## src/emsw_pkg.sv

```systemverilog
// Package with constants, register offsets and types of the external memory select block.
package emsw_pkg;
    localparam logic [3:0] ADDR_WAIT_CTRL   = 4'h0;
    localparam logic [3:0] ADDR_OVERLAY     = 4'h1;
    localparam logic [3:0] ADDR_SELECT_MASK = 4'h2;
    localparam logic [3:0] ADDR_SYS_CTRL    = 4'h3;
    localparam logic [3:0] ADDR_STATUS      = 4'h4;
    localparam logic [3:0] ADDR_REQUEST     = 4'h5;
    localparam logic [3:0] ADDR_OFFSET      = 4'h6;
    localparam logic [3:0] ADDR_WDATA       = 4'h7;
    localparam logic [3:0] ADDR_RDATA       = 4'h8;
    // Wait state control word fields.
    localparam int WAIT_IO0_LSB  = 0;
    localparam int WAIT_DATA_LSB = 12;
    localparam int WAIT_MODE_BIT = 15;
    localparam int WAIT_FIELD_W  = 3;
    localparam logic [15:0] WAIT_CTRL_RESET = 16'hffff;
    localparam logic [15:0] WAIT_CTRL_MASK  = 16'hffff;
    // Overlay word fields: program selector in [3:0], data selector in [7:4].
    localparam int OVL_PROG_LSB = 0;
    localparam int OVL_DATA_LSB = 4;
    localparam logic [15:0] OVERLAY_RESET = 16'h0000;
    localparam logic [3:0] OVL_EXT1 = 4'h1;
    localparam logic [3:0] OVL_EXT2 = 4'h2;
    // Combined select mask: bit0 program, bit1 data, bit2 byte, bit3 I/O.
    localparam int MASK_PROG_BIT = 0;
    localparam int MASK_DATA_BIT = 1;
    localparam int MASK_BYTE_BIT = 2;
    localparam int MASK_IO_BIT   = 3;
    localparam logic [3:0] SELECT_MASK_RESET = 4'hb;
    // System control: bit3 disables the byte select, bits [2:0] program wait count.
    localparam int SYS_BYTE_DIS_BIT = 3;
    localparam int SYS_PROG_WAIT_COUNT_LSB    = 0;
    localparam logic [15:0] SYS_CTRL_RESET = 16'h0007;
    localparam logic [15:0] SYS_CTRL_MASK  = 16'h000f;
    // Access request word: bits [1:0] space, bit 2 write, bit 3 host mode.
    localparam int REQ_WRITE_BIT = 2;
    localparam int REQ_HOST_BIT  = 3;
    // Space boundaries.
    localparam logic [13:0] PROG_OVL_BASE  = 14'h2000;
    localparam logic [13:0] DATA_OVL_TOP   = 14'h1fff;
    localparam logic [13:0] REG_AREA_BASE  = 14'h3fe0;
    localparam int          REG_AREA_COUNT = 32;
    localparam int          IO_ADDR_W      = 11;
    localparam int          IO_REGION_LSB  = 9;
    localparam int          OFFSET_W       = 13;
    typedef enum logic [1:0] {
        EMSW_SP_PROG,
        EMSW_SP_DATA,
        EMSW_SP_BYTE,
        EMSW_SP_IO
    } emsw_space_t;
    typedef enum logic [1:0] {
        EMSW_IDLE,
        EMSW_WAIT,
        EMSW_DONE
    } emsw_state_t;
endpackage

```

## src/emsw_ctrl.sv

```systemverilog
// External memory select, overlay decode and wait state generator with Avalon-MM registers.
module emsw_ctrl #(
    parameter int PROG_DATA_W = 24,
    parameter int DATA_W      = 16
) (
    input  wire logic        mclk_i,
    input  wire logic        rst_b_i,
    input  wire logic [3:0]  avs_address_i,
    input  wire logic        avs_read_i,
    input  wire logic        avs_write_i,
    input  wire logic [31:0] avs_writedata_i,
    output logic [31:0]      avs_readdata_o,
    output logic             avs_waitrequest_o,
    output logic [13:0]      ext_addr_o,
    output logic [23:0]      ext_wdata_o,
    input  wire logic [23:0] ext_rdata_i,
    output logic             ext_rd_n_o,
    output logic             ext_wr_n_o,
    output logic             prog_space_select_n_o,
    output logic             data_space_select_n_o,
    output logic             byte_space_select_n_o,
    output logic             io_space_select_n_o,
    output logic             combined_select_n_o
);
    logic [15:0]            wait_ctrl;
    logic [15:0]            overlay;
    logic [3:0]             combined_select_mask;
    logic [15:0]            sys_ctrl;
    logic [3:0]             req_word;
    logic [13:0]            req_offset;
    logic [23:0]            req_wdata;
    logic [23:0]            rdata_hold;
    logic                   refused;
    logic                   internal_hit;
    emsw_pkg::emsw_state_t  state;
    logic [3:0]             wait_cnt;
    logic [3:0]             sel_n;
    logic [23:0]            ext_rdata_s1;
    logic [23:0]            ext_rdata_s2;

    // Wait states from field N and mode bit.
    function automatic logic [3:0] wait_states(input logic [2:0] n, input logic mode);
        wait_states = mode ? {n, 1'b1} : {1'b0, n};
    endfunction

    wire logic [1:0]  req_space    = req_word[1:0];
    wire logic        req_wr       = req_word[emsw_pkg::REQ_WRITE_BIT];
    wire logic        host_mode    = req_word[emsw_pkg::REQ_HOST_BIT];
    wire logic        wmode        = wait_ctrl[emsw_pkg::WAIT_MODE_BIT];
    wire logic [3:0]  prog_ovl     = overlay[emsw_pkg::OVL_PROG_LSB +: 4];
    wire logic [3:0]  data_ovl     = overlay[emsw_pkg::OVL_DATA_LSB +: 4];
    wire logic        byte_enabled = !sys_ctrl[emsw_pkg::SYS_BYTE_DIS_BIT];
    wire logic        prog_ext_ovl = (req_offset >= emsw_pkg::PROG_OVL_BASE) &&
                                     (prog_ovl == emsw_pkg::OVL_EXT1 ||
                                      prog_ovl == emsw_pkg::OVL_EXT2);
    wire logic        data_ext_ovl = (req_offset <= emsw_pkg::DATA_OVL_TOP) &&
                                     (data_ovl == emsw_pkg::OVL_EXT1 ||
                                      data_ovl == emsw_pkg::OVL_EXT2);
    wire logic [1:0]  io_region    = req_offset[emsw_pkg::IO_REGION_LSB +: 2];
    wire logic [2:0]  io_field     = wait_ctrl[emsw_pkg::WAIT_IO0_LSB +
                                     io_region * emsw_pkg::WAIT_FIELD_W +: 3];
    wire logic [2:0]  data_field   = wait_ctrl[emsw_pkg::WAIT_DATA_LSB +: 3];
    wire logic [2:0]  prog_field   = sys_ctrl[emsw_pkg::SYS_PROG_WAIT_COUNT_LSB +: 3];
    wire logic        is_external  = (req_space == emsw_pkg::EMSW_SP_PROG) ? prog_ext_ovl :
                                     (req_space == emsw_pkg::EMSW_SP_DATA) ? data_ext_ovl :
                                     (req_space == emsw_pkg::EMSW_SP_BYTE) ? byte_enabled :
                                     1'b1;
    // Host mode cannot fetch from external program memory.
    wire logic        refuse_now   = host_mode && req_space == emsw_pkg::EMSW_SP_PROG &&
                                     prog_ext_ovl;
    wire logic [3:0]  next_waits   = (req_space == emsw_pkg::EMSW_SP_DATA) ?
                                     wait_states(data_field, wmode) :
                                     (req_space == emsw_pkg::EMSW_SP_IO) ?
                                     wait_states(io_field, wmode) :
                                     wait_states(prog_field, wmode);
    wire logic        ovl_bit13    = (req_space == emsw_pkg::EMSW_SP_PROG) ?
                                     (prog_ovl == emsw_pkg::OVL_EXT2) :
                                     (data_ovl == emsw_pkg::OVL_EXT2);
    wire logic [13:0] full_addr    = (req_space == emsw_pkg::EMSW_SP_IO) ?
                                     {3'h0, req_offset[emsw_pkg::IO_ADDR_W-1:0]} :
                                     (req_space == emsw_pkg::EMSW_SP_BYTE) ? req_offset :
                                     {ovl_bit13, req_offset[emsw_pkg::OFFSET_W-1:0]};
    wire logic [13:0] next_addr    = host_mode ? {13'h0, full_addr[0]} : full_addr;
    wire logic        data_width16 = (req_space != emsw_pkg::EMSW_SP_PROG) || host_mode;
    wire logic [23:0] next_wdata   = data_width16 ? {8'h00, req_wdata[DATA_W-1:0]} :
                                     req_wdata[PROG_DATA_W-1:0];
    wire logic        reg_area     = (req_space == emsw_pkg::EMSW_SP_DATA) &&
                                     (req_offset >= emsw_pkg::REG_AREA_BASE);
    wire logic        start_req    = avs_write_i && avs_address_i == emsw_pkg::ADDR_REQUEST &&
                                     state == emsw_pkg::EMSW_IDLE;
    wire logic        busy         = (state != emsw_pkg::EMSW_IDLE);
    wire logic [3:0]  sel_mask     = {combined_select_mask[emsw_pkg::MASK_IO_BIT],
                                      combined_select_mask[emsw_pkg::MASK_BYTE_BIT],
                                      combined_select_mask[emsw_pkg::MASK_DATA_BIT],
                                      combined_select_mask[emsw_pkg::MASK_PROG_BIT]};
    wire logic        wr_hit       = avs_write_i && !avs_waitrequest_o;
    wire logic [15:0] wr16         = avs_writedata_i[15:0];

    // A new request waits while an external access is still running.
    assign avs_waitrequest_o = (avs_address_i == emsw_pkg::ADDR_REQUEST) &&
                               (avs_read_i || avs_write_i) && busy && !start_req;

    always_comb begin
        case (avs_address_i)
            emsw_pkg::ADDR_WAIT_CTRL:   avs_readdata_o = {16'h0000, wait_ctrl};
            emsw_pkg::ADDR_OVERLAY:     avs_readdata_o = {16'h0000, overlay};
            emsw_pkg::ADDR_SELECT_MASK: avs_readdata_o = {28'h0000000, combined_select_mask};
            emsw_pkg::ADDR_SYS_CTRL:    avs_readdata_o = {16'h0000, sys_ctrl};
            emsw_pkg::ADDR_STATUS:      avs_readdata_o = {26'h0000000, refused, internal_hit,
                                                          sel_n};
            emsw_pkg::ADDR_REQUEST:     avs_readdata_o = {27'h0000000, busy, req_word};
            emsw_pkg::ADDR_OFFSET:      avs_readdata_o = {18'h00000, req_offset};
            emsw_pkg::ADDR_WDATA:       avs_readdata_o = {8'h00, req_wdata};
            emsw_pkg::ADDR_RDATA:       avs_readdata_o = {8'h00, rdata_hold};
            default:                    avs_readdata_o = 32'h00000000;
        endcase
    end

    // Stated defaults load on reset; reserved bits are masked off on write.
    always_ff @(posedge mclk_i) begin
        if (!rst_b_i) begin
            wait_ctrl            <= emsw_pkg::WAIT_CTRL_RESET;
            overlay              <= emsw_pkg::OVERLAY_RESET;
            combined_select_mask <= emsw_pkg::SELECT_MASK_RESET;
            sys_ctrl             <= emsw_pkg::SYS_CTRL_RESET;
            req_offset           <= 14'h0000;
            req_wdata            <= 24'h000000;
        end else if (wr_hit) begin
            case (avs_address_i)
                emsw_pkg::ADDR_WAIT_CTRL:   wait_ctrl <= wr16 & emsw_pkg::WAIT_CTRL_MASK;
                emsw_pkg::ADDR_OVERLAY:     overlay <= {8'h00, wr16[7:0]};
                emsw_pkg::ADDR_SELECT_MASK: combined_select_mask <= wr16[3:0];
                emsw_pkg::ADDR_SYS_CTRL:    sys_ctrl <= wr16 & emsw_pkg::SYS_CTRL_MASK;
                emsw_pkg::ADDR_OFFSET:      req_offset <= wr16[13:0];
                emsw_pkg::ADDR_WDATA:       req_wdata <= avs_writedata_i[23:0];
                default:                    req_offset <= req_offset;
            endcase
        end
    end

    always_ff @(posedge mclk_i) begin
        ext_rdata_s1 <= ext_rdata_i;
        ext_rdata_s2 <= ext_rdata_s1;
    end

    always_ff @(posedge mclk_i) begin
        if (!rst_b_i) begin
            state        <= emsw_pkg::EMSW_IDLE;
            req_word     <= 4'h0;
            wait_cnt     <= 4'h0;
            sel_n        <= 4'hf;
            refused      <= 1'b0;
            internal_hit <= 1'b0;
            rdata_hold   <= 24'h000000;
            ext_addr_o   <= 14'h0000;
            ext_wdata_o  <= 24'h000000;
        end else begin
            case (state)
                emsw_pkg::EMSW_IDLE: begin
                    if (start_req) begin
                        req_word <= avs_writedata_i[3:0];
                        state    <= emsw_pkg::EMSW_DONE;
                    end
                end
                // A select spans the wait cycles, the cycle at wait count zero and one closing cycle.
                emsw_pkg::EMSW_DONE: begin
                    if (sel_n != 4'hf) begin
                        rdata_hold <= data_width16 ? {8'h00, ext_rdata_s2[15:0]} : ext_rdata_s2;
                        sel_n      <= 4'hf;
                        state      <= emsw_pkg::EMSW_IDLE;
                    end else begin
                        refused      <= refuse_now;
                        internal_hit <= !is_external || reg_area;
                        if (refuse_now || !is_external || reg_area) begin
                            state <= emsw_pkg::EMSW_IDLE;
                        end else begin
                            ext_addr_o  <= next_addr;
                            ext_wdata_o <= next_wdata;
                            wait_cnt    <= next_waits;
                            sel_n       <= ~(4'h1 << req_space);
                            state       <= emsw_pkg::EMSW_WAIT;
                        end
                    end
                end
                emsw_pkg::EMSW_WAIT: begin
                    if (wait_cnt == 4'h0) begin
                        state <= emsw_pkg::EMSW_DONE;
                    end else begin
                        wait_cnt <= wait_cnt - 4'h1;
                    end
                end
                default: state <= emsw_pkg::EMSW_IDLE;
            endcase
        end
    end

    assign prog_space_select_n_o = sel_n[0];
    assign data_space_select_n_o = sel_n[1];
    assign byte_space_select_n_o = sel_n[2];
    assign io_space_select_n_o   = sel_n[3];
    // Combined select is a gate on the individual selects, so it shares their timing.
    assign combined_select_n_o   = ~|(~sel_n & sel_mask);
    assign ext_rd_n_o            = &sel_n | req_wr;
    assign ext_wr_n_o            = &sel_n | !req_wr;
endmodule

```

## config.mk

```make
export PLATFORM = sky130hd
export DESIGN_NAME = emsw_ctrl
export DESIGN_NICKNAME = d
export VERILOG_FILES = /design/src/emsw_pkg.sv /design/src/emsw_ctrl.sv
export SDC_FILE = /design/constraint.sdc
export NUM_CORES = 1
export LEC_CHECK = 0
export BUFFER_PORTS_ARGS = -buffer_cell sky130_fd_sc_hd__buf_2
export CORE_MARGIN = 2
export CORE_UTILIZATION = 39
export DETAILED_ROUTE_END_ITERATION = 8
export GPL_TIMING_DRIVEN = 1
export SLEW_MARGIN = 20
export SYNTH_ARGS = -nofsm -noshare
export SYNTH_HDL_FRONTEND = slang
export SYNTH_SLANG_ARGS = --single-unit
export TNS_END_PERCENT = 10
```

## constraint.sdc

```tcl
create_clock -name mclk_i -period 1.6 [get_ports mclk_i]
set_input_delay 0.08 -clock mclk_i [delete_from_list [all_inputs] [get_ports mclk_i]]
set_output_delay 0.08 -clock mclk_i [all_outputs]
set_load 0.1 [all_outputs]
```

### Word-level counts from Yosys, hierarchy flattened

Cells that the tools add are included.

* register bits after elaboration: 196
* input port bits: 64
* output and inout bits: 78
* word-level logic and storage cells: 127

* $add $sub $neg: 1
* multipliers: 1
* magnitude comparators: 3
* equal/unequal tests: 24
* shift operators: 2
* mux-type cells: 26
* bitwise gates (word level): 7
* reductions and logical operators: 46

Operators by type and width (count)
* case mux 24 bit (9 select lines): 1
* two-way mux 24 bit: 2
* two-way mux 14 bit: 3
* two-way mux 4 bit: 10
* greater-or-equal comparator 14 bit (second input constant): 2
* AND reduction 2 bit: 11
* == test 4 x 2 -> 1 bit (second input constant): 4
* == test 4 x 3 -> 1 bit (second input constant): 4
* variable part select 16 x 5 -> 3 bit: 1
* less-or-equal comparator 14 x 13 -> 1 bit (second input constant): 1
* == test 4 x 1 -> 1 bit (second input constant): 3
* != test 2 bit (second input constant): 6
* logical AND 1 bit: 11
* zero test 4 bit: 2
* NOT 4 bit: 2
* case mux 4 bit (2 select lines): 1
* AND reduction 4 bit: 2
* logical OR 1 bit: 7
* == test 2 bit (second input constant): 3
* zero test 1 bit: 6
* two-way mux 1 bit: 6
* case mux 2 bit (3 select lines): 1
* nonzero test 2 bit: 3
* AND 4 bit: 1
* 12 further kinds: 17

### Depth between registers and ports, before layout

Gate-level depths: netlist of run 1.

* depth in word-level cells: 11
* depth in mapped cells: 8
* gate-level depth less buffers: 7

### Least setup slack after synthesis of run 1

No wires, ideal clock.

* path type: flip-flop to output port
* from: register sel_n[2]
* to: output avs_readdata_o[2]
* arrival time: 3.567 ns
* required time: 1.520 ns
* setup slack: -2.047 ns
* stages on the path, launching flop included: 4
* path buffers: 0
* cells stage by stage: dfxtp_1 > mux4_2 > a22oi_1 > o21ai_0

* word-level cells in the longest chain between the ends: 1

Ends and longest elaborated chain
* start: declaration: line emsw_ctrl.sv:37 `logic [3:0] sel_n;`
* start signal: assignment: line emsw_ctrl.sv:180 `sel_n <= ~(4'h1 << req_space);`
* case mux 24 bit (9 select lines): line emsw_ctrl.sv:104 `case (avs_address_i)`
* end: declaration: line emsw_ctrl.sv:12 `output logic [31:0] avs_readdata_o,`

No other way between the ends.

### Worst setup path in the final report of run 1

* from: register overlay[1]
* to: output avs_readdata_o[1]

* word-level cells in the longest chain between the ends: 1

Ends and longest elaborated chain
* start: declaration: line emsw_ctrl.sv:26 `logic [15:0] overlay;`
* start signal: assignment: line emsw_ctrl.sv:123 `overlay <= emsw_pkg::OVERLAY_RESET;`
* start signal: assignment: line emsw_ctrl.sv:131 `emsw_pkg::ADDR_OVERLAY: overlay <= {8'h00, wr16[7:0]};`
* case mux 24 bit (9 select lines): line emsw_ctrl.sv:104

No other way between the ends.

==> results of run 1 <==
layer usage:
layer  global-route usage, %  wire [um]  up-vias
met3                   4.024       1667       29
li1                        -          -     3490
met5                       0          0        -
met1                   33.30      11060     3395
met2                   39.27      11930      263
met4                   8.338        561        0
how the worst min path moves through the flow:
stage                                 endpoint                from  slack (ns)  depth (start not counted)
global placement       ext_rdata_s1[5]$_DFF_P_      ext_rdata_i[5]        0.18                          1
CTS                  req_wdata[3]$_SDFFE_PN0P_  avs_writedata_i[3]       0.006                          3
finish              req_offset[0]$_SDFFE_PN0P_  avs_writedata_i[0]        0.02                          3
floorplan              ext_rdata_s1[0]$_DFF_P_      ext_rdata_i[0]        0.11                          0
detailed placement     ext_rdata_s1[5]$_DFF_P_      ext_rdata_i[5]        0.18                          1
global route        req_offset[0]$_SDFFE_PN0P_  avs_writedata_i[0]        0.02                          3
cell usage after synthesis, types with 2 or more instances:
cell / count / area (um2)
mux2i_1: 33 / 330.3
dfxtp_1: 196 / 3924
a22oi_1: 17 / 127.6
nor2_1: 36 / 135.1
nor2b_1: 6 / 37.54
clkbuf_1: 44 / 165.2
nand3b_1: 2 / 15.01
nand2_1: 241 / 904.6
nand2b_1: 8 / 50.05
buf_1: 3 / 11.26
nor3_2: 2 / 20.02
and3_1: 2 / 12.51
a31oi_1: 3 / 18.77
xor2_1: 3 / 26.28
a211oi_1: 3 / 22.52
o22ai_1: 7 / 43.79
a222oi_1: 2 / 20.02
a221oi_1: 5 / 43.79
nor4bb_1: 2 / 20.02
o21ai_0: 14 / 70.07
a21oi_1: 112 / 560.5
and2_1: 2 / 12.51
o211ai_1: 4 / 30.03
inv_1: 13 / 48.80
buf_2: 13 / 65.06
nor4_1: 4 / 25.02
nand3_1: 49 / 245.2
buf_4: 8 / 60.06
mux2_2: 2 / 22.52
nor4b_1: 3 / 26.28
nor3_1: 5 / 25.02
a22o_1: 9 / 78.83
mux4_2: 2 / 45.04
nand4_1: 3 / 18.77
registers in the layout (all words and copies together), names as in the netlist:
| register | flops |
|---|---|
| combined_select_mask | 4 |
| ext_addr_o | 14 |
| ext_rdata_s1 | 24 |
| ext_rdata_s2 | 24 |
| ext_wdata_o | 24 |
| internal_hit | 1 |
| overlay | 8 |
| rdata_hold | 24 |
| refused | 1 |
| req_offset | 14 |
| req_wdata | 24 |
| req_word | 4 |
| sel_n | 4 |
| state | 2 |
| sys_ctrl | 4 |
| wait_cnt | 4 |
| wait_ctrl | 16 |
worst min-delay path: cells and delay by family:
kind | cells | cell delay, ns
AOI/OAI and AO/OA | 1 | 0.05
buffers and inverters | 1 | 0.19
and+or+nand+nor | 1 | 0.08
cells in the final DEF (no fill, tap or decap), types with 6 or more instances in the layout:
cell type and count:
nor2b_1 6, nand3_1 39, buf_12 39, buf_2 97, nand3_2 7, a22o_2 8
nor2_1 31, nand2_2 18, clkbuf_16 19, inv_1 9, a22oi_1 14, o22ai_1 6
conb_1 8, dfxtp_2 6, a21oi_2 10, buf_6 12, dfxtp_1 186, dlygate4sd3_1 47
buf_4 83, mux2i_1 32, nand2_1 221, a21oi_1 102, nand2b_1 7
kinds of logic (layout without fill, tap and decap cells):
family	Yosys count	count (layout)
xor gates and xnor gates	4	4
DFF	196	196
and+or+nand+nor	373	373
buffers and inverters	83	329
other	1	8
muxes	37	37
AOI/OAI and AO/OA	188	188
adders and majority gates	1	1
through the flow:
stage	cell area [um2]	power, uW	hold WS (ns)	TNS (ns)	cells
floorplan	7744	5595	0.1077	-14.64	890
global placement	9593	5930	0.1820	-10.29	1298
detailed placement	9593	5934	0.1836	-12.87	1298
CTS	11050	10390	0.005886	-15.70	1392
global route	11260	10680	0.01774	-17.37	1396
finish	11260	10350	0.01791	-13.88	1396
power by group:
| group | leakage, uW | switching, uW | internal, uW | total [uW] |
|---|---|---|---|---|
| logic | 0.00267 | 586 | 368 | 954 |
| registers | 0.00160 | 43.4 | 4960 | 5000 |
| clock network | 0.000299 | 2230 | 2160 | 4390 |
| total | 0.00457 | 2860 | 7480 | 10300 |
final cells by class:
type	instances	area, um2
Sequential cell	196	3946
Clock buffer	17	425.4
Tap cell	260	325.3
Clock inverter	15	191.4
Inverter	13	50.05
Fill cell	1641	7570
Timing Repair Buffer	284	2648
Multi-Input combinational cell	611	3675
repair_timing:
item / CTS / global route
hold buffers: 47 / 0
pin swaps: 24 / 14
gates resized for setup: 47 / 39
endpoints found under the setup margin: 56 / 70
cloned: 3 / 2
hold endpoints to repair: 73 / 0
setup buffers: 12 / 2
==> metrics.cfg, run 1 <==
[yosys]
yosysUniqueCellTypes = 59
yosysSeqAreaShare_pct = 52.19
synth-edff-count = 0
ys_ff_latch = 196
muxShareOfSynthArea_pct = 5.292
synth_area_um2 = 7518
synth_flop_cell = dfxtp_1
synth_xor_xnor_area_share_pct = 0.4660
synth_warnings = 0
synth_top_family_by_area = simple AND/OR/NAND/NOR gates
synth_compound_area_share_pct = 15.31
async_flop_share_pct = 0
synth_area_per_cell_um2 = 8.515
synth-simple-area-share_pct = 21.65
synthCells = 883
yosys.area_share.adder_pct = 0.1664

[final_layout]
utilization_pct = 59.80
area_delta_synth_final_pct = 49.78
antenna_cells_inserted = 0
nNetsFinal = 1188
drive_gt1_share_pct = 33.01

[global_route]
grt_pass1_wl_um = 37400
grt_pass1_vias = 6579
antenna_found_initial = 0
grtUsageTotal_pct = 24.39
grt_max_degree = 78
gr-total-overflow = 0

[flow_run]
cap_violations = 0

[critical_path]
crit_end = avs_readdata_o[1]
worst-path-stages = 7
ff2ff_setup_slack_ns = -0.32
critPathSlowestCell = dfxtp_2
slowest_delay_ns = 0.33
endpoint_kind = output port
start_kind = register
rr_worst_depth = 10
arrival_ns = 1.88
cp.required_ns = 1.52
critical_path.max_fanout = 2
worst-path-buf-inv = 2
criticalPathCategory = register to output port
path_cells = buf_6 > mux2_4 > a22oi_2 > nor2_2 > a31oi_4 > o21ai_4 > buf_12
crit_family = compound AO/OA/AOI/OAI gates
r2r_end = sel_n[2]$_SDFFE_PN1P_
crit_start = overlay[1]$_SDFFE_PN0P_
reg2reg_from = overlay[1]$_SDFFE_PN0P_

[drt]
viasPerCell = 5.141
dr.pass1.iters = 6
drcViolationCount = 0
wl_per_cell_um = 18.07
routed_wl_um = 25220
drt_iter0_drc = 560
postRouteAntennaNets = 0
num_vias = 7177

[floorplan]
num_rows = 50
core_um2 = 18830
dieWidth_um = 142.8
fp.dieH_um = 142.8
start_util_pct = 39.93
io_pins = 142
die-area_um2 = 20400

[clocking]
cts_sinks = 196
ctsRootBufferMaster = clkbuf_16
clkLatencyLatePin_ns = 0.45
cts_tree = done
cts_buffers = 17
clock_path_buffers = 2
cts_max_level = 4
cts.clk_slew.worst_paths_ns = 0.07

[run_status]
status = finished with violations
violations = setup timing

[power]
p_leak_uw = 0.004569
p_per_area_nw_per_um2 = 918.8
vdd_ir_drop_max_mv = 0.8050

[sta]
layout_min_cycle_time_ns = 1.958
fmax_mhz = 510.7
setup_viol = 54
worst_slack_ns = -0.3582
hold_viol_final = 0
rsz0062_at_grt = yes
slew_viol_final = 0
min_period_over_period_pct = 122.4
finalClockSkew_ns = 0.01196

[placed_design]
pre_cts_slack_ns = -0.3244
gp_congestion = 0.9272
portBuffers = 125
place_hpwl_um = 17120

[worst_hold_path]
hold_path.class = input port to register

(Power assumes the default switching activity.)
==> run 2: changes to the inputs <==
CELL_PAD_IN_SITES_DETAIL_PLACEMENT = 0   (was not set)
CELL_PAD_IN_SITES_GLOBAL_PLACEMENT = 1   (was not set)
CORE_UTILIZATION = 37   (was 39)
GPL_ROUTABILITY_DRIVEN = 0   (was not set)
PLACE_DENSITY_LB_ADDON = 0.1   (was not set)
==> run 2 against run 1 <==
  * Clock power decreased by 4%
  * Cell count increased by 0.72%
  * Register-to-register slack improved by 0.10 ns
  * Critical path depth unchanged
  * Sequential cell count unchanged
  * Critical endpoint unchanged
  * Combinational power up 2.2%
  * Largest power group unchanged
  * Sequential power about the same
  * Clock skew up 0.0020 ns
  * Via count shrank 0.82%
  * Wire length rose by 1.1%
  * The run still ends with setup timing left
==> metrics.cfg, run 2 (same netlist as run 1, synthesis figures left out) <==
[clocking]
cts_tree = done
cts.clk_slew.worst_paths_ns = 0.07
cts_sinks = 196
clock_path_buffers = 2
clkLatencyLatePin_ns = 0.44
cts_buffers = 17
cts_max_level = 4
ctsRootBufferMaster = clkbuf_16

[power]
vdd_ir_drop_max_mv = 0.7442
p_per_area_nw_per_um2 = 901.3
p_total_uw = 10180
p_leak_uw = 0.004551

[placed_design]
pre_cts_slack_ns = -0.2255
place_hpwl_um = 17800
portBuffers = 125
placed_cells = 1316

[sta]
hold_viol_final = 0
finalClockSkew_ns = 0.01395
layout_min_cycle_time_ns = 1.952
min_period_over_period_pct = 122.0
whs_ns = 0.02136
slew_headroom_pct = 59.33
worst_pin_slew_ns = 0.6100
fmax_mhz = 512.2
worst_slack_ns = -0.3524
setup_viol = 54
slew_viol_final = 0
rsz0062_at_grt = yes

[floorplan]
start_util_pct = 37.40
fp.dieH_um = 146.6
core_um2 = 20100
num_rows = 52
dieWidth_um = 146.6
die-area_um2 = 21480
io_pins = 142

[drt]
drcViolationCount = 0
drt_iter0_drc = 530
wl_per_cell_um = 18.14
num_vias = 7118
dr.pass1.iters = 8
postRouteAntennaNets = 0
viasPerCell = 5.063
routed_wl_um = 25510

[critical_path]
start_kind = register
critical_path.max_fanout = 2
endpoint_kind = output port
cp.required_ns = 1.52
criticalPathCategory = register to output port
critPathSlowestCell = dfxtp_2
arrival_ns = 1.87
slowest_delay_ns = 0.34
path_cells = buf_6 > mux2_4 > a22oi_2 > nor2_2 > a31oi_2 > o21ai_4 > buf_12

[final_layout]
antenna_cells_inserted = 0
drive_gt1_share_pct = 34.77
layout_commonest_cell = nand2_1
area_delta_synth_final_pct = 50.22
layout.cells.non_filler = 1406
final_cell_mix = 230 x nand2_1, 181 x dfxtp_1, 95 x buf_2
nNetsFinal = 1188

[global_route]
antenna_found_initial = 0
grt_pass1_vias = 6696
grt_max_degree = 74
grtUsageTotal_pct = 23.46
gr-total-overflow = 0
grt_pass1_wl_um = 38770

[worst_hold_path]
hold_path.class = input port to register

[run_status]
violations = setup timing
status = finished with violations

[flow_run]
cap_violations = 0

[run 2: cell types whose count changed in the layout (fill, tap and decap cells not counted), moves of 4 or more]
cell / before / now
a21oi_1: 102 / 94
a21oi_2: 10 / 18
dfxtp_1: 186 / 181
dfxtp_2: 6 / 10
nand2_1: 221 / 230
nand2_2: 18 / 11
nand3_1: 39 / 35
nand3_2: 7 / 13
[run 2: repair_timing]
action,4_1_cts,5_1_grt
resized for setup,47,56
pin swaps,26,28
endpoints found under the setup margin,62,71
endpoints found under the hold margin,70,0
hold buffers,46,0
buffers inserted,8,2
cloned,0,3
[run 2: worst max-delay path: cells and delay by family, from the launching register on]
family | cells | cell delay [ns]
buffers and inverters | 2 | 0.30
AO/OA/AOI/OAI | 3 | 0.48
flip-flops | 1 | 0.34
AND/OR/NAND/NOR | 1 | 0.06
multiplexers | 1 | 0.26
[run 2: power breakdown]
group          internal (uW)  leakage [uW]  switching [uW]  total, uW
Clock                   2110      0.000288            2100       4200
Sequential              4960       0.00160            43.4       5000
Combinational            379       0.00266             596        975
Total                   7440       0.00455            2740      10200
[run 2: per-stage QoR]
stage | utilization (%) | setup TNS, ns | instance area [um2]
floorplan | - | -14.64 | 7744
CTS | 54.54 | -7.471 | 10970
global route | 56.18 | -12.50 | 11290
finish | 56.18 | -8.761 | 11290
global placement | 48.26 | -6.970 | 9703
detailed placement | 48.26 | -8.472 | 9703
[run 2: final cells by class]
cell class | count | area [um2]
flip-flops and latches | 196 | 3955
clock buffers | 18 | 429.2
repair buffers | 284 | 2624
inverters | 13 | 50.05
fillers | 1797 | 8810
clock inverters | 14 | 161.4
multi-input cells | 611 | 3737
well taps | 270 | 337.8
[run 2: worst paths after layout]
path / start / cells after the start / slack (ns) / endpoint
min: rst_b_i / 3 / 0.02 / overlay[3]$_SDFFE_PN0P_
max: overlay[1]$_SDFFE_PN0P_ / 7 / -0.35 / avs_readdata_o[1]
min reg2reg: ext_rdata_s1[1]$_DFF_P_ / 0 / 0.33 / ext_rdata_s2[1]$_DFF_P_
max reg2reg: overlay[3]$_SDFFE_PN0P_ / 8 / -0.22 / ext_addr_o[6]$_SDFFE_PN0P_
[run 2: per-layer routing]
metal	vias to the layer above	global-route usage (%)	share of wire (%)
li1	3490	-	-
met2	222	36.84	45
met3	30	4.156	5.5
met5	-	0	0
met1	3376	33.31	47
met4	0	6.456	2.2
